**src/nvc_consts.svh**
```systemverilog
// Constants of the nonvolatile memory command controller.
`ifndef NVC_CONSTS_SVH
`define NVC_CONSTS_SVH
`define NVC_OFS_CMD     4'h0
`define NVC_OFS_LOCK    4'h1
`define NVC_OFS_STATUS  4'h2
`define NVC_OFS_IRQEN   4'h3
`define NVC_OFS_IRQFLG  4'h4
`define NVC_OFS_DATAL   4'h6
`define NVC_OFS_DATAH   4'h7
`define NVC_OFS_ADDRL   4'h8
`define NVC_OFS_ADDRH   4'h9
`define NVC_OFS_SYSCTL  4'ha
`define NVC_BIT_APP_CODE_WRITE_PROTECT   0
`define NVC_BIT_BOOTLK  1
`define NVC_BIT_FLASH_BUSY_FLAG   0
`define NVC_BIT_EEPROM_BUSY_FLAG  1
`define NVC_BIT_WRERR   2
`define NVC_BIT_EERDY   0
`define NVC_KEY_WINDOW  3'h4
`define NVC_PBC_CYCLES  8'h07
`define NVC_FLASH_OP_CYC 16'h0040
`define NVC_EE_OP_CYC    16'h0020
`define NVC_CHIP_OP_CYC  16'h0100
`endif

```
**src/nvc_pkg.sv**
```systemverilog
// Types of the nonvolatile memory command controller.
package nvc_pkg;
	typedef enum logic [2:0] {
		NVC_CMD_NONE  = 3'h0,
		NVC_CMD_WRITE = 3'h1,
		NVC_CMD_ERASE = 3'h2,
		NVC_CMD_ERWR  = 3'h3,
		NVC_CMD_PBC   = 3'h4,
		NVC_CMD_CHIP  = 3'h5,
		NVC_CMD_EEPROM_ERASE_CMD  = 3'h6,
		NVC_CMD_FUSE  = 3'h7
	} nvc_cmd_t;
	typedef enum logic [1:0] {
		NVC_ST_IDLE  = 2'h0,
		NVC_ST_ERASE = 2'h1,
		NVC_ST_WRITE = 2'h2,
		NVC_ST_CLEAR = 2'h3
	} nvc_state_t;
endpackage : nvc_pkg
```
**src/nvc_ctrl.sv**
```systemverilog
// Command sequencer for on-chip program flash, data EEPROM and fuses.
//Contract
// - EEPROM touches only updated buffer bytes
// - Command write needs key within four
// - Page write; CPU stalled for flash
// - Buffer cleared after write or erase
// - Erase needs one buffered byte
// - Flash erase whole page, CPU halted
// - EEPROM erase marked bytes, CPU runs
// - Erase then write, no clear between
// - Buffer clear, CPU halted seven cycles
// - Chip erase ignores locks, preserve fuse
// - EEPROM erase all, CPU halted
// - Fuse write only from debug port
// - Fuses readable by plain read
// - Reset aborts any write
// - Interrupt while enable and flag set
// - Write keeps running through sleep
// - Ready interrupt wakes from idle only
// - Buffer cleared on wake; ready-interrupt wake clears marks, keeps data bytes
// - Three-bit command decode
// - Busy and write error status bits
// - Ready flag set when idle, W1C
// - Write protect sticky; boot lock hides boot
//
// Implementation choice: strobed register access.
`timescale 1ns/1ps
`include "nvc_consts.svh"
module nvc_ctrl
#(
	parameter int PAGE_BYTES = 64,
	parameter int IDX_W      = 6
)
(
	input  wire logic             mclk,
	input  wire logic             nrst,
	input  wire logic             ce,
	input  wire logic [3:0]       reg_addr,
	input  wire logic [7:0]       reg_wdata,
	input  wire logic             reg_wr,
	input  wire logic             reg_rd,
	output logic [7:0]            reg_rdata,
	input  wire logic             dbg_access,
	input  wire logic             cpu_key_written,
	input  wire logic             cpu_insn_done,
	input  wire logic             cpu_in_boot,
	input  wire logic             buf_wr,
	input  wire logic [15:0]      buf_addr,
	input  wire logic [7:0]       buf_wdata,
	input  wire logic             buf_is_eeprom,
	input  wire logic             buf_prot_area,
	input  wire logic             sleep_req,
	input  wire logic             sleep_idle,
	input  wire logic             wake,
	input  wire logic             eeprom_preserve_fuse,
	input  wire logic             boot_access,
	input  wire logic [7:0]       mem_rdata_in,
	output logic [7:0]            mem_rdata_out,
	output logic                  cpu_stall,
	output logic                  irq,
	output logic                  wake_req,
	output logic                  ctrl_asleep,
	output logic                  clk_keep_on,
	output logic                  mem_op_go,
	output logic [2:0]            mem_op_cmd,
	output logic                  mem_op_eeprom,
	output logic                  mem_op_erase_all,
	output logic                  mem_op_skip_ee,
	output logic [15:0]           mem_op_addr,
	output logic [PAGE_BYTES-1:0] mem_op_mask,
	output logic [15:0]           fuse_addr,
	output logic [15:0]           fuse_data
);
	// ----------------------------------------------------------------
	// State
	// ----------------------------------------------------------------
	typedef struct packed {
		nvc_pkg::nvc_state_t    st;
		nvc_pkg::nvc_cmd_t      cmd;
		logic                   tgt_ee;
		logic                   erwr;
		logic [2:0]             key_win;
		logic                   app_code_write_protect;
		logic                   boot_read_lock;
		logic                   flash_busy_flag;
		logic                   eeprom_busy_flag;
		logic                   wrerr;
		logic                   irqen;
		logic                   eerdy;
		logic [15:0]            data;
		logic [15:0]            addr;
		logic [PAGE_BYTES-1:0]  mark;
		logic [7:0]             pbc_cnt;
		logic                   asleep;
		logic [7:0]             rdata;
		logic [7:0]             mrd;
		logic                   stall;
		logic                   irq;
		logic                   wake;
		logic                   go;
		logic                   erase_all;
		logic                   skip_ee;
		logic                   keep;
	} nvc_ctl_t;
	nvc_ctl_t s_q;
	nvc_ctl_t s_d;

	logic [7:0] pbuf_q [PAGE_BYTES];
	logic       tmr_load;
	logic [15:0] tmr_count;
	logic       tmr_done;

	function automatic logic [15:0] op_cycles(input logic ee, input nvc_pkg::nvc_cmd_t c);
		if (c == nvc_pkg::NVC_CMD_CHIP)
			op_cycles = `NVC_CHIP_OP_CYC;
		else if (ee)
			op_cycles = `NVC_EE_OP_CYC;
		else
			op_cycles = `NVC_FLASH_OP_CYC;
	endfunction : op_cycles

	nvc_op_timer u_tmr
	(
		.mclk  (mclk),
		.nrst  (nrst),
		.ce    (ce),
		.load  (tmr_load),
		.count (tmr_count),
		.done  (tmr_done)
	);

	wire logic [IDX_W-1:0] buf_idx = buf_addr[IDX_W-1:0];
	wire logic busy = s_q.flash_busy_flag | s_q.eeprom_busy_flag;
	// A store into another section or a protected area marks the last operation as failed.
	wire logic store_err = buf_wr && ((s_q.mark != '0 && s_q.tgt_ee != buf_is_eeprom) ||
		buf_prot_area || (s_q.app_code_write_protect && !buf_is_eeprom));

	// ----------------------------------------------------------------
	// Next state
	// ----------------------------------------------------------------
	always_comb
	begin
		s_d = s_q;
		tmr_load = 1'b0;
		tmr_count = 16'h0000;
		s_d.go = 1'b0;
		s_d.rdata = 8'h00;
		s_d.wake = 1'b0;
		// Key window counts down on each completed CPU instruction.
		if (cpu_key_written)
			s_d.key_win = `NVC_KEY_WINDOW;
		else if (cpu_insn_done && s_q.key_win != 3'h0)
			s_d.key_win = s_q.key_win - 3'h1;
		// Buffer loads mark bytes and track the target page.
		if (buf_wr)
		begin
			s_d.mark[buf_idx] = 1'b1;
			s_d.addr = buf_addr;
			s_d.wrerr = s_q.wrerr | store_err;
			s_d.tgt_ee = buf_is_eeprom;
		end
		// Register writes.
		if (reg_wr)
		begin
			unique case (reg_addr)
				`NVC_OFS_CMD:
				begin
					if (s_q.st == nvc_pkg::NVC_ST_IDLE && !busy &&
						(dbg_access || s_q.key_win != 3'h0))
					begin
						s_d.cmd = nvc_pkg::nvc_cmd_t'(reg_wdata[2:0]);
						s_d.key_win = 3'h0;
						// A store error raised in this same cycle survives the clear.
						s_d.wrerr = store_err;
						s_d.erwr = 1'b0;
						s_d.erase_all = 1'b0;
						s_d.skip_ee = 1'b0;
						unique case (nvc_pkg::nvc_cmd_t'(reg_wdata[2:0]))
							nvc_pkg::NVC_CMD_NONE: ;
							nvc_pkg::NVC_CMD_WRITE:
							begin
								s_d.st = nvc_pkg::NVC_ST_WRITE;
								tmr_load = 1'b1;
								tmr_count = op_cycles(s_q.tgt_ee, nvc_pkg::NVC_CMD_WRITE);
							end
							nvc_pkg::NVC_CMD_ERASE, nvc_pkg::NVC_CMD_ERWR:
							begin
								if (s_q.mark != '0)
								begin
									s_d.st = nvc_pkg::NVC_ST_ERASE;
									s_d.erwr = reg_wdata[2:0] == 3'h3;
									tmr_load = 1'b1;
									tmr_count = op_cycles(s_q.tgt_ee, nvc_pkg::NVC_CMD_ERASE);
								end
							end
							nvc_pkg::NVC_CMD_PBC:
							begin
								s_d.st = nvc_pkg::NVC_ST_CLEAR;
								s_d.pbc_cnt = `NVC_PBC_CYCLES;
							end
							nvc_pkg::NVC_CMD_CHIP:
							begin
								s_d.st = nvc_pkg::NVC_ST_ERASE;
								s_d.erase_all = 1'b1;
								s_d.skip_ee = eeprom_preserve_fuse;
								s_d.tgt_ee = 1'b0;
								tmr_load = 1'b1;
								tmr_count = op_cycles(1'b0, nvc_pkg::NVC_CMD_CHIP);
							end
							nvc_pkg::NVC_CMD_EEPROM_ERASE_CMD:
							begin
								s_d.st = nvc_pkg::NVC_ST_ERASE;
								s_d.erase_all = 1'b1;
								s_d.tgt_ee = 1'b1;
								tmr_load = 1'b1;
								tmr_count = op_cycles(1'b1, nvc_pkg::NVC_CMD_EEPROM_ERASE_CMD);
							end
							nvc_pkg::NVC_CMD_FUSE:
							begin
								if (dbg_access)
								begin
									s_d.st = nvc_pkg::NVC_ST_WRITE;
									tmr_load = 1'b1;
									tmr_count = op_cycles(1'b1, nvc_pkg::NVC_CMD_FUSE);
								end
							end
						endcase
						s_d.go = tmr_load;
						if (tmr_load)
						begin
							s_d.flash_busy_flag = !s_d.tgt_ee || s_d.erase_all &&
								reg_wdata[2:0] == 3'h5;
							s_d.eeprom_busy_flag = s_d.tgt_ee || (reg_wdata[2:0] == 3'h5 &&
								!eeprom_preserve_fuse);
						end
					end
				end
				`NVC_OFS_LOCK:
				begin
					if (reg_wdata[`NVC_BIT_APP_CODE_WRITE_PROTECT])
						s_d.app_code_write_protect = 1'b1;
					if (reg_wdata[`NVC_BIT_BOOTLK] && cpu_in_boot)
						s_d.boot_read_lock = 1'b1;
				end
				`NVC_OFS_IRQEN: s_d.irqen = reg_wdata[`NVC_BIT_EERDY];
				`NVC_OFS_IRQFLG:
					if (reg_wdata[`NVC_BIT_EERDY])
						s_d.eerdy = 1'b0;
				`NVC_OFS_DATAL: s_d.data[7:0] = reg_wdata;
				`NVC_OFS_DATAH: s_d.data[15:8] = reg_wdata;
				`NVC_OFS_ADDRL: s_d.addr[7:0] = reg_wdata;
				`NVC_OFS_ADDRH: s_d.addr[15:8] = reg_wdata;
				default: ;
			endcase
		end
		// Operation sequencing.
		unique case (s_q.st)
			nvc_pkg::NVC_ST_IDLE: ;
			nvc_pkg::NVC_ST_ERASE:
				if (tmr_done)
				begin
					if (s_q.erwr)
					begin
						s_d.st = nvc_pkg::NVC_ST_WRITE;
						tmr_load = 1'b1;
						tmr_count = op_cycles(s_q.tgt_ee, nvc_pkg::NVC_CMD_WRITE);
						s_d.go = 1'b1;
						s_d.erwr = 1'b0;
						s_d.erase_all = 1'b0;
					end
					else
						s_d.st = nvc_pkg::NVC_ST_CLEAR;
				end
			nvc_pkg::NVC_ST_WRITE:
				if (tmr_done)
					s_d.st = nvc_pkg::NVC_ST_CLEAR;
			nvc_pkg::NVC_ST_CLEAR:
			begin
				s_d.mark = '0;
				s_d.flash_busy_flag = 1'b0;
				s_d.eeprom_busy_flag = 1'b0;
				if (s_q.pbc_cnt > 8'h01)
					s_d.pbc_cnt = s_q.pbc_cnt - 8'h01;
				else
				begin
					s_d.pbc_cnt = 8'h00;
					s_d.st = nvc_pkg::NVC_ST_IDLE;
				end
			end
		endcase
		// Ready flag is set continuously while EEPROM is idle; set wins over clear.
		if (!s_d.eeprom_busy_flag)
			s_d.eerdy = 1'b1;
		s_d.irq = s_d.irqen & s_d.eerdy;
		// Sleep: stay awake while an operation runs.
		s_d.keep = s_d.st != nvc_pkg::NVC_ST_IDLE;
		if (sleep_req && s_d.st == nvc_pkg::NVC_ST_IDLE)
			s_d.asleep = 1'b1;
		if (s_q.asleep && sleep_idle && s_q.irq)
			s_d.wake = 1'b1;
		if (s_q.asleep && (wake || s_d.wake))
		begin
			s_d.asleep = 1'b0;
			s_d.mark = '0;
		end
		// The closing clear of an EEPROM operation leaves the CPU running.
		s_d.stall = (s_d.st != nvc_pkg::NVC_ST_IDLE && !s_d.tgt_ee) ||
			(s_d.st == nvc_pkg::NVC_ST_CLEAR && s_d.pbc_cnt != 8'h00) ||
			(s_d.erase_all && s_d.st == nvc_pkg::NVC_ST_ERASE);
		// Memory reads pass through; boot area reads zero when locked.
		s_d.mrd = (s_q.boot_read_lock && boot_access) ? 8'h00 : mem_rdata_in;
		if (reg_rd)
		begin
			unique case (reg_addr)
				`NVC_OFS_CMD:    s_d.rdata = {5'h00, s_q.cmd};
				`NVC_OFS_LOCK:   s_d.rdata = {6'h00, s_q.boot_read_lock, s_q.app_code_write_protect};
				`NVC_OFS_STATUS: s_d.rdata = {5'h00, s_q.wrerr, s_q.eeprom_busy_flag, s_q.flash_busy_flag};
				`NVC_OFS_IRQEN:  s_d.rdata = {7'h00, s_q.irqen};
				`NVC_OFS_IRQFLG: s_d.rdata = {7'h00, s_q.eerdy};
				`NVC_OFS_DATAL:  s_d.rdata = s_q.data[7:0];
				`NVC_OFS_DATAH:  s_d.rdata = s_q.data[15:8];
				`NVC_OFS_ADDRL:  s_d.rdata = s_q.addr[7:0];
				`NVC_OFS_ADDRH:  s_d.rdata = s_q.addr[15:8];
				`NVC_OFS_SYSCTL: s_d.rdata = {6'h00, s_q.keep, s_q.asleep};
				default:         s_d.rdata = 8'h00;
			endcase
		end
	end

	// ----------------------------------------------------------------
	// Registers
	// ----------------------------------------------------------------
	always_ff @(posedge mclk)
	begin
		if (!nrst)
		begin
			s_q <= '0;
			s_q.eerdy <= 1'b1;
		end
		else if (ce)
			s_q <= s_d;
	end

	// Page buffer storage: loads AND into the old byte; clears set all ones.
	always_ff @(posedge mclk)
	begin
		for (int i = 0; i < PAGE_BYTES; i++)
		begin
			if (!nrst)
				pbuf_q[i] <= 8'hff;
			else if (ce)
			begin
				if (s_q.st == nvc_pkg::NVC_ST_CLEAR || (s_q.asleep && wake))
					pbuf_q[i] <= 8'hff;
				else if (buf_wr && buf_idx == i[IDX_W-1:0])
					pbuf_q[i] <= pbuf_q[i] & buf_wdata;
			end
		end
	end

	assign reg_rdata        = s_q.rdata;
	assign mem_rdata_out    = s_q.mrd;
	assign cpu_stall        = s_q.stall;
	assign irq              = s_q.irq;
	assign wake_req         = s_q.wake;
	assign ctrl_asleep      = s_q.asleep;
	assign clk_keep_on      = s_q.keep;
	assign mem_op_go        = s_q.go;
	assign mem_op_cmd       = s_q.cmd;
	assign mem_op_eeprom    = s_q.tgt_ee;
	assign mem_op_erase_all = s_q.erase_all;
	assign mem_op_skip_ee   = s_q.skip_ee;
	assign mem_op_addr      = s_q.addr;
	assign mem_op_mask      = s_q.mark;
	assign fuse_addr        = s_q.addr;
	assign fuse_data        = s_q.data;
endmodule : nvc_ctrl

```
**src/nvc_op_timer.sv**
```systemverilog
// Down counter that times one memory operation step.
`timescale 1ns/1ps
`include "nvc_consts.svh"
module nvc_op_timer
(
	input  wire logic        mclk,
	input  wire logic        nrst,
	input  wire logic        ce,
	input  wire logic        load,
	input  wire logic [15:0] count,
	output logic             done
);
	typedef struct packed {
		logic [15:0] cnt;
		logic        run;
		logic        done;
	} nvc_tmr_t;
	nvc_tmr_t s_q;
	nvc_tmr_t s_d;

	always_comb
	begin
		s_d = s_q;
		s_d.done = 1'b0;
		if (load)
		begin
			s_d.cnt = count;
			s_d.run = 1'b1;
		end
		else if (s_q.run)
		begin
			if (s_q.cnt <= 16'h0001)
			begin
				s_d.run = 1'b0;
				s_d.done = 1'b1;
			end
			else
				s_d.cnt = s_q.cnt - 16'h0001;
		end
	end

	always_ff @(posedge mclk)
	begin
		if (!nrst)
			s_q <= '0;
		else if (ce)
			s_q <= s_d;
	end

	assign done = s_q.done & ce;
endmodule : nvc_op_timer

```
**config.mk**
```make
export PLATFORM = sky130hd
export DESIGN_NAME = nvc_ctrl
export DESIGN_NICKNAME = d
export VERILOG_FILES = /design/src/nvc_pkg.sv /design/src/nvc_ctrl.sv /design/src/nvc_op_timer.sv
export VERILOG_INCLUDE_DIRS = /design/src
export SDC_FILE = /design/constraint.sdc
export NUM_CORES = 1
export LEC_CHECK = 0
export ABC_AREA = 1
export BUFFER_PORTS_ARGS = -buffer_cell sky130_fd_sc_hd__buf_2
export CAP_MARGIN = 20
export CORE_MARGIN = 5
export CORE_UTILIZATION = 50
export CTS_CLUSTER_DIAMETER = 30
export DETAILED_ROUTE_END_ITERATION = 12
export HOLD_SLACK_MARGIN = 0.08
export PLACE_DENSITY = 0.75
export RECOVER_POWER = 50
export REMOVE_ABC_BUFFERS = 1
export SLEW_MARGIN = 20
export SYNTH_ARGS = -nofsm -noshare
export SYNTH_HDL_FRONTEND = slang
export SYNTH_HIERARCHICAL = 1
export SYNTH_SLANG_ARGS = --single-unit
```
**constraint.sdc**
```tcl
create_clock -name mclk -period 2.11 [get_ports mclk]
set_input_delay 0.422 -clock mclk [delete_from_list [all_inputs] [get_ports mclk]]
set_output_delay 0.422 -clock mclk [all_outputs]
set_load 0.01 [all_outputs]
```
# == After elaboration in Yosys (flattened, before gate mapping) ==
# Index checks and enable logic that the tools add are counted.
# totals
word_cells,215
reg_bits,163
inputBits,61
output_inout_bits,140
# op_classes
addsub,3
n_bitwise,5
eq_ne,23
n_lt_le_gt_ge,4
mux,93
reduce_logical,57
# op_table
op,count
two-way mux 16 bit,8
two-way mux 8 bit,11
two-way mux 80 bit,1
one-hot mux 16 bit (5 select lines),1
one-hot mux 8 bit (10 select lines),1
two-way mux 72 bit,1
two-way mux 64 bit,1
OR 64 bit,1
nonzero test 64 bit,1
two-way mux 49 bit,1
two-way mux 1 bit,38
two-way mux 2 bit,12
two-way mux 3 bit,7
two-way mux 10 bit,2
logical AND 1 bit,18
two-way mux 18 bit,1
two-way mux 17 bit,1
<= comparator 16 x 1 -> 1 bit (second input constant),1
subtractor 16 x 1 -> 16 bit (second input constant),1
nonzero test 2 bit,7
== test 3 bit (second input constant),4
== test 4 x 3 -> 1 bit (second input constant),3
== test 4 bit (second input constant),3
AND reduction 4 bit,3
other kinds (33),57

# == Longest topological paths before layout ==
# Gate-level depths: netlist of the first run.
# logic_depth
depth_word,19
ltp_mapped,19
mapped_depth_nobuf,18

# == Modules after synthesis ==
# The synthesis of the first run kept the hierarchy.
# by_module_without_submodules
module,instances,cells_each,seq_area_each_um2,area_per_inst_um2
nvc_ctrl,1,1125,2902.8,7927.6
nvc_op_timer,1,246,360.3,1391.3

# == Worst setup path before layout of the first run ==
# Ideal clock, no wire load.
# synth_path
kind,register to register
startpoint,register s_q[135] (netlist name)
endpoint,register u_tmr/s_q[10] (netlist name)
stages_incl_launch_ff,18
slack_ns,-0.089
setup_time_ns,0.112
t_arrival_ns,2.087
n_path_buf,2
period_less_slack_ns,2.199
required_ns,1.998
cell_sequence,dfxtp_1 -> inv_1 -> ha_1 -> inv_1 -> nor3_1 -> nor2_4 -> nand2_4 -> nor2_8 -> inv_2 -> nor2_2 -> nand2_2 -> nand2_1 -> buf_2 -> nand2_2 -> buf_1 -> nand3_1 -> nand2_1 -> nor2_2
# synth_between
elab_chain_cells,11
elab_cells_between_ends,19
classes_between,eq/ne: 1; mux: 13; reduce/logical: 5
# synth_rtl
item,line_no,text
from (decl),nvc_ctrl.sv:105,nvc_ctl_t s_q;
nonzero test 3 bit (*),nvc_ctrl.sv:169,(dbg_access || s_q.key_win != 3'h0))
logical OR 1 bit (*),nvc_ctrl.sv:169,
logical AND 1 bit (*),nvc_ctrl.sv:168,if (s_q.st == nvc_pkg::NVC_ST_IDLE && !busy &&
two-way mux 1 bit,nvc_ctrl.sv:168,
two-way mux 1 bit,nvc_ctrl.sv:165,unique case (reg_addr)
two-way mux 1 bit,nvc_ctrl.sv:163,if (reg_wr)
two-way mux 1 bit,nvc_ctrl.sv:262,if (s_q.erwr)
two-way mux 1 bit,nvc_ctrl.sv:260,if (tmr_done)
two-way mux 1 bit,nvc_ctrl.sv:257,unique case (s_q.st)
inequality test 2 bit (no line) or nonzero test 2 bit (tied branches),n/a,
AND reduction 3 bit (no line),n/a,
to (signal assigned),nvc_op_timer.sv:45,s_q <= '0;
to (signal assigned),nvc_op_timer.sv:47,s_q <= s_d;
to (decl),nvc_op_timer.sv:18,nvc_tmr_t s_q;
# Mark *: on every way between the ends. The rest lies on a longest branch, timed or not.
# A chain may end at the register's enable or synchronous reset.

# == Worst setup path after layout of the first run ==
# layout_path
startpoint,register s_q (netlist bit mem_op_mask[2])
endpoint,register u_tmr/s_q[6] (netlist name)
# layout_between
elab_chain_cells,14
elab_cells_between_ends,24
classes_between,eq/ne: 1; mux: 20; reduce/logical: 3
# layout_rtl
item,line_no,text
nonzero test 64 bit (*),nvc_ctrl.sv:188,if (s_q.mark != '0)
two-way mux 1 bit,nvc_ctrl.sv:188,
one-hot mux 1 bit (3 select lines),nvc_ctrl.sv:178,unique case (nvc_pkg::nvc_cmd_t'(reg_wdata[2:0]))
two-way mux 1 bit,nvc_ctrl.sv:168,
two-way mux 1 bit,nvc_ctrl.sv:165,
two-way mux 1 bit,nvc_ctrl.sv:163,
two-way mux 1 bit,nvc_ctrl.sv:168,
two-way mux 1 bit,nvc_ctrl.sv:165,
two-way mux 1 bit,nvc_ctrl.sv:163,
two-way mux 1 bit,nvc_ctrl.sv:262,
two-way mux 1 bit,nvc_ctrl.sv:260,
two-way mux 1 bit,nvc_ctrl.sv:257,
inequality test 2 bit (no line) or nonzero test 2 bit (tied branches),n/a,
AND reduction 3 bit (no line),n/a,
# Mark *: on every way between the ends. The rest lies on a longest branch, timed or not. The select of a mux whose other input is x is not followed.

==> results of run 1 <==
cells in the final DEF, fill, tap and decap left out, drive strengths merged, types with 2 or more instances in the layout:
master,count
a211oi,5
a21boi,2
a21oi,119
a221oi,3
a31oi,17
a32o,2
buf,213
clkbuf,122
clkinv,8
conb,13
dfxtp,163
ha,6
inv,176
nand2,289
nand3,90
nand4,7
nor2,182
nor3,16
nor4,5
o2111ai,6
o211ai,16
o21ai,80
o22ai,3
xnor2,2
xor2,3
final timing paths:
path | startpoint | to | slack, ns | depth (start not counted)
max | mem_op_mask[2]$_SDFFE_PN0P_ | u_tmr/s_q[6]$_SDFFE_PN0P_ | 0.002 | 18
min | eeprom_preserve_fuse | mem_op_skip_ee$_SDFFE_PN0P_ | 0.28 | 3
max reg2reg | mem_op_mask[2]$_SDFFE_PN0P_ | u_tmr/s_q[6]$_SDFFE_PN0P_ | 0.002 | 18
min reg2reg | s_q[128]$_SDFFE_PN1P_ | s_q[128]$_SDFFE_PN1P_ | 0.47 | 2
layer usage:
metal | track usage | part of all wire
met1 | 0.319 | 0.41
met2 | 0.433 | 0.47
met3 | 0.0807 | 0.091
met4 | 0.0786 | 0.026
met5 | 0 | 0.00025
critical path, cell delays in order, from the launching register on:
cell,delay (ns)
dfxtp_1,0.33
nor2_1,0.10
nand2_1,0.07
nor2_1,0.15
nand2_1,0.12
nor2_2,0.13
nand2_2,0.11
nand2_2,0.10
nand3_2,0.08
nand2_2,0.12
nand2_4,0.08
nor2_4,0.11
buf_4,0.12
inv_2,0.05
a21oi_2,0.10
o21ai_1,0.09
nand2_1,0.10
nor2_2,0.05
nor2_2,0.06
power groups by stage:
stage	clock, W	combinational [W]	sequential (W)
6_report	0.00324	0.000869	0.00321
5_1_grt	0.00340	0.000955	0.00322
4_1_cts	0.00327	0.000857	0.00321
3_5_place_dp	0	0.000845	0.00328
3_3_place_gp	0	0.000835	0.00327
2_1_floorplan	0	0.000381	0.00330
layout make-up:
| class | instances | area (um^2) | area share |
|---|---|---|---|
| multi-input cells | 874 | 4390 | 0.396 |
| flip-flops and latches | 163 | 3270 | 0.295 |
| repair buffers | 318 | 1870 | 0.169 |
| inverters | 169 | 642 | 0.0578 |
| clock buffers | 17 | 425 | 0.0383 |
| well taps | 234 | 293 | 0.0264 |
| clock inverters | 15 | 196 | 0.0177 |
| diodes | 1 | 2.50 | 0.000226 |
metrics by stage:
step	hold WS, ns	cells	power (W)	instance area [um^2]	utilization
6_report	0.275	1791	0.00732	11100	0.599
5_1_grt	0.283	1790	0.00757	11100	0.599
4_1_cts	0.266	1787	0.00733	11100	0.599
3_5_place_dp	0.453	1755	0.00412	10500	0.564
3_3_place_gp	0.448	1755	0.00411	10500	0.564
2_1_floorplan	0.430	1206	0.00368	8170	-
kinds of logic after synthesis:
| kind of cell | after synthesis | synth area share |
|---|---|---|
| adders and majority gates | 6 | 0.00806 |
| and+or+nand+nor | 592 | 0.284 |
| AOI/OAI and AO/OA | 258 | 0.156 |
| other | 1 | 0.000402 |
| DFF | 163 | 0.350 |
| xor gates and xnor gates | 5 | 0.00470 |
| buffers and inverters | 346 | 0.197 |
flip-flops by register name (all words and copies together) (netlist names), 3 cells and up:
signal         cells
reg_rdata          8
mem_rdata_out      8
s_q               21
mem_op_cmd         3
u_tmr/s_q         18
fuse_addr         16
fuse_data         16
mem_op_mask       64
what timing repair did:
action | CTS | global route
pin swaps | 0 | 33
gates resized for setup | 5 | 52
buffers inserted | 0 | 3
endpoints found under the hold margin | 0 | 0
endpoints found under the setup margin | 13 | 21
==> impl_metrics.toml, run 1 <==
[die]
chipHeight_um = 147
floorplan.rows = 50
coreArea_um2 = 18500
initial_utilization = 0.503
i_o_pin_total = 201
die_w_um = 147
floorplan.die_area_um2 = 21500

[worst_setup_path]
critical_path_required_ns = 2.49
crit_arrival_ns = 2.49
crit_path_start_kind = "register"
worst-path-max-fanout = 4
criticalPathCategory = "reg -> reg"
cp-end-kind = "register"

[sta]
min_period_over_period = 0.999
finalWorstPathRequiredPeriod_ns = 2.11
relSlewSlack = 0.251
timing_max_transition_violations_final = 0
final-setup-viol-count = 0
final-hold-violation-count = 0
fmax_mhz = 474
max_slew.worst_pin.slew_ns = 1.12
post-route-worst-setup-slack_ns = 0.00244
grt_setup_unrepaired = "yes"
skew_ns = 0.0143
setup_total_negative_slack_ns = 0

[detailed_routing]
vias_per_cell = 5.25
dr.first_iter.drc_count = 818
route.vias.total = 9408
drc_errors = 0
drt-total-wl_um = 28400
routed_wire_length_per_instance_um = 15.9
drt-pass1-iter-count = 6
ant_nets = 0

[final_layout]
proportion_of_layout_cells_with_a_drive_suffix_above_1 = 0.225
finish.net_count = 1610
nFillCells = 1763
syn2layout_area_growth_pct = 19.1

[grt]
grt_pass1_wl_um = 45400
antenna_violations_before_repair = 1
largest_net_degree_at_the_start_of_global_routing = 47
track_usage = 0.259
grt_pass1_vias = 9024
overflow = 0

[synthesis]
postSynth.asyncResetShare = 0
ys_seq_area_frac = 0.350
post_synthesis_mean_instance_area_um2 = 6.80
synthesis_warning_total = 6
synth.cells.most_frequent = "280 x nand2_1, 163 x dfxtp_1, 155 x inv_1"
synthMostInstantiatedCell = "nand2_1"
yosysUniqueCellTypes = 49
ys_top_cells_by_area = "dfxtp_1 35%, nand2_1 11%, buf_4 11%"
netlist_area_um2 = 9320
postSynthRegisterBits = 163
synthCells = 1371
count_of_flip_flops_with_a_built_in_enable_after_synthesis = 0
synth_area_leader_cell = "dfxtp_1"
synth_flop_cell = "dfxtp_1"
synth_largest_type_area_fraction = 0.350

[pwr]
power.density_nw_per_um2 = 660
switching_share = 0.305
combPwrFrac = 0.119
vdd_drop_max_mv = 0.547
static-leakage-power_nw = 5.09
net-switching-power_w = 0.00223
internal_power_w = 0.00509
clock_power_share = 0.443
seq_power_share = 0.438

[cts]
cts-hold-fix-buffers = 0
cts_inserted_buffers = 17
clockBufferDepth = 2
cts_tree = "done"
insertion_delay_ns = 0.44
cts.clk_slew.worst_paths_ns = 0.08
cts_htree_levels = 4
clock_tree.root_cell = "clkbuf_16"
numClockSinks = 163

[placement]
place_congestion = 0.946
hpwl_after_detailed_placement_um = 20700
dpl_worst_slack_ns = -0.107
portBuffers = 192

[outcome]
status = "finished clean"

[flow_run]
drv.max_cap_violation_count = 0

[min_path]
hold_class = "in -> reg"
No activity file was read; power rests on OpenSTA's default activity.
==> run 2: changes to the inputs <==
--- a/config.mk
+++ b/config.mk
@@ -6,15 +6,15 @@
 export SDC_FILE = /design/constraint.sdc
 export NUM_CORES = 1
 export LEC_CHECK = 0
-export ABC_AREA = 1
+export ABC_AREA = 0
 export BUFFER_PORTS_ARGS = -buffer_cell sky130_fd_sc_hd__buf_2
 export CAP_MARGIN = 20
 export CORE_MARGIN = 5
-export CORE_UTILIZATION = 50
+export CORE_UTILIZATION = 55
 export CTS_CLUSTER_DIAMETER = 30
 export DETAILED_ROUTE_END_ITERATION = 12
 export HOLD_SLACK_MARGIN = 0.08
-export PLACE_DENSITY = 0.75
+export PLACE_DENSITY = 0.79
 export RECOVER_POWER = 50
 export REMOVE_ABC_BUFFERS = 1
 export SLEW_MARGIN = 20
==> constraint.sdc (replaced) <==
create_clock -name mclk -period 2.3 [get_ports mclk]
set_input_delay 0.46 -clock mclk [delete_from_list [all_inputs] [get_ports mclk]]
set_output_delay 0.46 -clock mclk [all_outputs]
set_load 0.01 [all_outputs]
==> run 2 against run 1 <==
Against the previous run: the run now ends with negative setup slack left; area after synthesis fell by 6.4%; clock power down 16%; cell count is 17% lower; critical path depth fell by 6; non-clock buffer count grew 34; core utilization increased by 8.4 points; synthesized cell count down 22%; sequential cell count stayed put; sequential share of layout area up 1.0 points; worst setup slack got worse by 0.15 ns; global-route usage up 1.4 points; register-to-register slack worse by 0.15 ns.
==> impl_metrics.toml, run 2 <==
[final_layout]
nFillCells = 1236
proportion_of_layout_cells_with_a_drive_suffix_above_1 = 0.297
largest_register_ff_count = 64
most_used_cells_in_the_layout_excluding_fill_and_tap_cells = "165 x nor2_1, 155 x dfxtp_1, 151 x buf_4"
finish.net_count = 1325
syn2layout_area_growth_pct = 23.0
antenna-diode-count = 0
final_common_cell = "nor2_1"

[cts]
cts_tree = "done"
clock_tree.root_cell = "clkbuf_16"
numClockSinks = 163
clockBufferDepth = 2
cts.clk_slew.worst_paths_ns = 0.06
cts_inserted_buffers = 17
insertion_delay_ns = 0.43
cts_htree_levels = 4
cts-hold-fix-buffers = 0

[grt]
grt_pass1_vias = 8070
track_usage = 0.272
largest_net_degree_at_the_start_of_global_routing = 69
globalRouteMet1Util = 0.340
grt.met3_usage = 0.0629
grt_pass1_wl_um = 40700
met2_usage = 0.456
busiest_layer = "met2"
overflow = 0
antenna_violations_before_repair = 0

[synthesis]
count_of_flip_flops_with_a_built_in_enable_after_synthesis = 0
yosysUniqueCellTypes = 81
synth_area_leader_cell = "dfxtp_1"
synth_flop_cell = "dfxtp_1"
postSynth.asyncResetShare = 0
synthesis_warning_total = 6
synth_largest_type_area_fraction = 0.374
synthCells = 1068
synth.cells.most_frequent = "168 x nor2_1, 163 x dfxtp_1, 132 x buf_4"
ys_seq_area_frac = 0.374
netlist_area_um2 = 8730
postSynthRegisterBits = 163
ys_top_cells_by_area = "dfxtp_1 37%, buf_4 11%, a21oi_1 7.4%"
post_synthesis_mean_instance_area_um2 = 8.17
synthMostInstantiatedCell = "nor2_1"

[die]
initial_utilization = 0.555
chipHeight_um = 136
i_o_pin_total = 201
floorplan.die_area_um2 = 18500
floorplan.rows = 46
die_w_um = 136
coreArea_um2 = 15700

[worst_setup_path]
crit_arrival_ns = 2.78
cp-end-kind = "register"
critical_path_required_ns = 2.64
criticalPathCategory = "reg -> reg"
critical_path.reg2reg.startpoint = "mem_op_mask[25]$_SDFFE_PN0P_"
reg2reg_to = "u_tmr/s_q[15]$_SDFFE_PN0P_"
r2r_cells = 12
worst-path-max-fanout = 7
worst-r2r-setup-slack_ns = -0.15
crit_path_start_kind = "register"

[sta]
min_period_over_period = 1.06
skew_ns = 0.00882
grt_setup_unrepaired = "yes"
relSlewSlack = 0.322
finalWorstPathRequiredPeriod_ns = 2.45
fmax_mhz = 409
max_slew.worst_pin.slew_ns = 1.01
final-hold-violation-count = 0
final-setup-viol-count = 19
timing_max_transition_violations_final = 0
post-route-worst-setup-slack_ns = -0.146

[outcome]
failed_checks = "negative setup slack"
status = "finished with violations"

[pwr]
static-leakage-power_nw = 4.65
total_power_draw_w = 0.00632
vdd_drop_max_mv = 0.529
power.density_nw_per_um2 = 589

[placement]
place_congestion = 0.936
portBuffers = 192
hpwl_after_detailed_placement_um = 18200
dpl_worst_slack_ns = -0.437

[min_path]
hold_class = "in -> reg"
worstHoldEndpoint = "s_q[133]$_SDFFE_PN0P_"
worstHoldStart = "cpu_in_boot"
min_delay_path_depth = 3

[detailed_routing]
drc_errors = 0
ant_nets = 0
dr.first_iter.drc_count = 757
vias_per_cell = 5.78
drt-total-wl_um = 26200
route.vias.total = 8580
routed_wire_length_per_instance_um = 17.7
drt-pass1-iter-count = 5

[flow_run]
drv.max_cap_violation_count = 0
run 2: cell types whose count changed after synthesis, moves of 21 or more:
cell	change
o21ai_0	-35
nand3_1	-63
inv_1	-139
a211oi_1	+21
mux2i_1	+23
nand2_1	-223
nor2_2	-22
run 2: worst max-delay path, cell delays in order, from the launching register on:
cell	delay, ns
dfxtp_1	0.32
nor4_2	0.29
nand4_1	0.23
nor4_2	0.32
buf_4	0.18
a31oi_4	0.09
nor2_4	0.16
inv_4	0.08
nand2b_4	0.16
buf_8	0.16
nor3_2	0.10
a21oi_1	0.05
o32ai_1	0.21
run 2: worst max-delay path by stage:
stage,from,to,slack [ns],depth (start not counted)
global route,mem_op_mask[25]$_SDFFE_PN0P_,u_tmr/s_q[10]$_SDFFE_PN0P_,-0.30,12
finish,mem_op_mask[25]$_SDFFE_PN0P_,u_tmr/s_q[15]$_SDFFE_PN0P_,-0.15,12
detailed placement,mem_op_mask[53]$_SDFFE_PN0P_,u_tmr/s_q[15]$_SDFFE_PN0P_,-0.44,12
floorplan,s_q[135]$_SDFFE_PN0P_,u_tmr/s_q[9]$_SDFFE_PN0P_,-0.47,12
global placement,mem_op_mask[13]$_SDFFE_PN0P_,u_tmr/s_q[15]$_SDFFE_PN0P_,-0.27,12
CTS,mem_op_mask[56]$_SDFFE_PN0P_,u_tmr/s_q[15]$_SDFFE_PN0P_,-0.09,12
run 2: cells by family after synthesis:
kind of cell,Yosys count,share of synthesized area
xor+xnor,5,0.00502
mux,26,0.0328
flops,163,0.374
buf+inv,210,0.159
compound gates,285,0.207
other cells,1,0.000430
simple gates,372,0.214
fa+ha+maj,6,0.00860
run 2: routing by layer:
layer	up-vias	wire length, um
met5	-	0
met4	0	777
met3	61	2180
met2	403	12700
met1	4068	10600
li1	4048	-
run 2: timing repair:
item | in CTS | in global routing
endpoints found under the setup margin | 22 | 26
gates cloned | 0 | 0
buffers inserted | 9 | 2
pin swaps | 23 | 19
resized for setup | 35 | 45
run 2: report_power, final:
| part | leakage, nW | internal (W) | switching, W | total (W) |
|---|---|---|---|---|
| Clock | 0.271 | 0.00155 | 0.00117 | 0.00272 |
| Sequential | 1.32 | 0.00287 | 0.0000469 | 0.00292 |
| Combinational | 3.06 | 0.000268 | 0.000411 | 0.000679 |
run 2: cell type report:
class	instances	area [um^2]	share of cell area
sequential	163	3270	0.305
timing repair buffer	352	2130	0.198
tap	216	270	0.0252
multi-input combinational	707	4440	0.413
clock inverter	10	101	0.00944
clock buffer	20	457	0.0426
inverter	17	66.3	0.00618
run 2: per-stage QoR:
| stage | util | TNS [ns] | hold slack [ns] | instance area, um^2 | cells |
|---|---|---|---|---|---|
| 4_1_cts | 0.677 | -0.957 | 0.273 | 10600 | 1483 |
| 6_report | 0.683 | -1.74 | 0.284 | 10700 | 1485 |
| 3_5_place_dp | 0.629 | -5.94 | 0.449 | 9880 | 1447 |
| 5_1_grt | 0.683 | -4.52 | 0.301 | 10700 | 1485 |
| 2_1_floorplan | - | -7.42 | 0.427 | 7450 | 887 |
| 3_3_place_gp | 0.629 | -3.18 | 0.445 | 9880 | 1447 |
==> run 3: changes to the inputs <==
--- a/config.mk
+++ b/config.mk
@@ -6,11 +6,13 @@
 export SDC_FILE = /design/constraint.sdc
 export NUM_CORES = 1
 export LEC_CHECK = 0
-export ABC_AREA = 0
+export ABC_AREA = 1
 export BUFFER_PORTS_ARGS = -buffer_cell sky130_fd_sc_hd__buf_2
 export CAP_MARGIN = 20
+export CELL_PAD_IN_SITES_DETAIL_PLACEMENT = 2
+export CELL_PAD_IN_SITES_GLOBAL_PLACEMENT = 2
 export CORE_MARGIN = 5
-export CORE_UTILIZATION = 55
+export CORE_UTILIZATION = 30
 export CTS_CLUSTER_DIAMETER = 30
 export DETAILED_ROUTE_END_ITERATION = 12
 export HOLD_SLACK_MARGIN = 0.08
==> run 3 against run 2 <==
Against the previous run: the run now ends clean; sequential power about the same; first-iteration DRC count down 61%; wire length up 41%; via count up 9.1%; critical path depth down 5; worst setup slack better by 0.26 ns; hold slack better by 0.018 ns; sequential cell count unchanged; cell count up 28%; largest power group is now clock.
==> impl_metrics.toml, run 3 (same netlist as run 1, synthesis figures left out) <==
[cts]
cts_tree = "done"
cts_htree_levels = 4
cts.clk_slew.worst_paths_ns = 0.07
clock_tree.root_cell = "clkbuf_16"
cts-hold-fix-buffers = 0
insertion_delay_ns = 0.45
cts_inserted_buffers = 17
clockBufferDepth = 2
numClockSinks = 163

[flow_run]
drv.max_cap_violation_count = 0

[worst_setup_path]
crit_top_cell = "nand2_1"
criticalPathCategory = "reg -> reg"
crit_slowest_cell = "nor2_2"
worst-path-max-fanout = 8
reg2reg_to = "mem_op_mask[25]$_SDFFE_PN0P_"
critical_path.reg2reg.startpoint = "s_q[143]$_SDFFE_PN0P_"
sum_of_buffers_and_inverters_on_the_critical_path = 1
cp-end-kind = "register"
r2r_cells = 7
critical_path.max_stage_delay_ns = 0.57
worst-r2r-setup-slack_ns = 0.11
crit_path_start_kind = "register"
crit_arrival_ns = 2.56
critical_path_required_ns = 2.67
crit_path_max_delay_family = "simple AND/OR/NAND/NOR gates"
worstPathCellList = "buf_4, nand2_2, a31oi_2, nand2_1, nor2_2, nand2_1, a21oi_1"

[placement]
place_congestion = 0.857
total_placed_cells_including_tap_cells = 1863
portBuffers = 192
hpwl_after_detailed_placement_um = 28100

[sta]
skew_ns = 0.0179
max_slew.worst_pin.slew_ns = 1.04
final-setup-viol-count = 0
timing_max_transition_violations_final = 0
finalWorstPathRequiredPeriod_ns = 2.19
min_period_over_period = 0.952
final-hold-violation-count = 0
relSlewSlack = 0.307
grt_setup_unrepaired = "yes"
setup_total_negative_slack_ns = 0
fin_worst_hold_slack_ns = 0.301
fmax_mhz = 457

[detailed_routing]
route.met3.wl_um = 1540
dr.first_iter.drc_count = 292
highest_layer = "met5"
wl_met1_um = 15600
drt-total-wl_um = 37100
routed_wire_length_per_instance_um = 19.5
dr_wl_met2_um = 19200
drc_errors = 0
ant_nets = 0
drt-pass1-iter-count = 5
route.vias.total = 9357
vias_per_cell = 4.93

[final_layout]
final_common_cell = "nand2_1"
layout_cells_excl_fill = 1898
syn2layout_area_growth_pct = 14.5
finish.net_count = 1555
most_used_cells_in_the_layout_excluding_fill_and_tap_cells = "274 x nand2_1, 160 x dfxtp_1, 152 x inv_1"
largest_register_ff_count = 64
nFillCells = 3790
proportion_of_layout_cells_with_a_drive_suffix_above_1 = 0.167
utilization = 0.348

[die]
chipHeight_um = 186
initial_utilization = 0.304
i_o_pin_total = 201
floorplan.die_area_um2 = 34700
coreArea_um2 = 30700
floorplan.rows = 64
die_w_um = 186

[min_path]
hold_class = "in -> reg"
worstHoldEndpoint = "s_q[133]$_SDFFE_PN0P_"
worstHoldStart = "cpu_in_boot"
min_delay_path_depth = 3

[pwr]
power.density_nw_per_um2 = 632
switching_share = 0.300
combPwrFrac = 0.119
clock_power_share = 0.444
vdd_drop_max_mv = 0.531
net-switching-power_w = 0.00203
seq_power_share = 0.437
static-leakage-power_nw = 4.61
internal_power_w = 0.00472
total_power_draw_w = 0.00675

[grt]
overflow = 0
antenna_violations_before_repair = 5
largest_net_degree_at_the_start_of_global_routing = 57
track_usage = 0.213
grt_pass1_vias = 10168
grt_pass1_wl_um = 57500

[outcome]
status = "finished clean"
-- run 3: cell count changes in the layout (fill, tap and decap cells not counted), sizes merged, moves of 21 or more --
cell	change
a211oi	-21
buf	-147
clkbuf	+56
inv	+156
mux2i	-23
nand2	+231
nand3	+63
o21ai	+40
-- run 3: cell type report --
cell class | instances | area, um^2 | share of cell area
clock inverter | 14 | 160 | 0.0150
clock buffer | 18 | 439 | 0.0412
multi-input combinational | 874 | 4340 | 0.407
inverter | 169 | 639 | 0.0599
tap | 396 | 495 | 0.0464
timing repair buffer | 263 | 1330 | 0.124
antenna | 1 | 2.50 | 0.000235
sequential | 163 | 3270 | 0.306
-- run 3: worst max-delay path by stage --
stage	startpoint	to	slack, ns	cells after the start
final	s_q[143]$_SDFFE_PN0P_	mem_op_mask[25]$_SDFFE_PN0P_	0.11	7
after global routing	mem_op_mask[5]$_SDFFE_PN0P_	u_tmr/s_q[6]$_SDFFE_PN0P_	-0.06	18
after CTS	mem_op_mask[37]$_SDFFE_PN0P_	u_tmr/s_q[16]$_SDFFE_PN0P_	0.001	17
after detailed placement	reg_addr[2]	u_tmr/s_q[6]$_SDFFE_PN0P_	-0.09	18
after global placement	reg_addr[2]	u_tmr/s_q[10]$_SDFFE_PN0P_	0.04	17
after floorplan	ce	mem_op_mask[15]$_SDFFE_PN0P_	-0.50	4
-- run 3: routing by layer --
metal,vias to the layer above,global-route usage
met5,-,0
met4,10,0.0577
met3,43,0.0443
met2,156,0.383
met1,4644,0.257
li1,4504,-
-- run 3: through the flow --
stage / setup slack [ns] / area (um^2)
finish: 0.111 / 10700
CTS: 0.00127 / 10800
floorplan: -0.503 / 8170
detailed placement: -0.0863 / 10200
global route: -0.0614 / 10700
global placement: 0.0439 / 10200
-- run 3: power groups by stage --
stage          Sequential, W  Combinational, W  Clock [W]
2_1_floorplan        0.00302          0.000349          0
3_3_place_gp         0.00301          0.000771          0
3_5_place_dp         0.00301          0.000797          0
4_1_cts              0.00295          0.000813    0.00310
5_1_grt              0.00296          0.000884    0.00321
6_report             0.00295          0.000802    0.00300
-- run 3: worst register-to-register path, stage by stage, from the launching register on --
cell	delay (ns)
dfxtp_1	0.38
buf_4	0.17
nand2_2	0.14
a31oi_2	0.36
nand2_1	0.23
nor2_2	0.57
nand2_1	0.12
a21oi_1	0.15
-- run 3: timing repair --
item,CTS,global route
buffers inserted,1,1
hold endpoints to repair,0,0
setup endpoints to repair,15,18
pin swaps,5,7
resized for setup,3,27
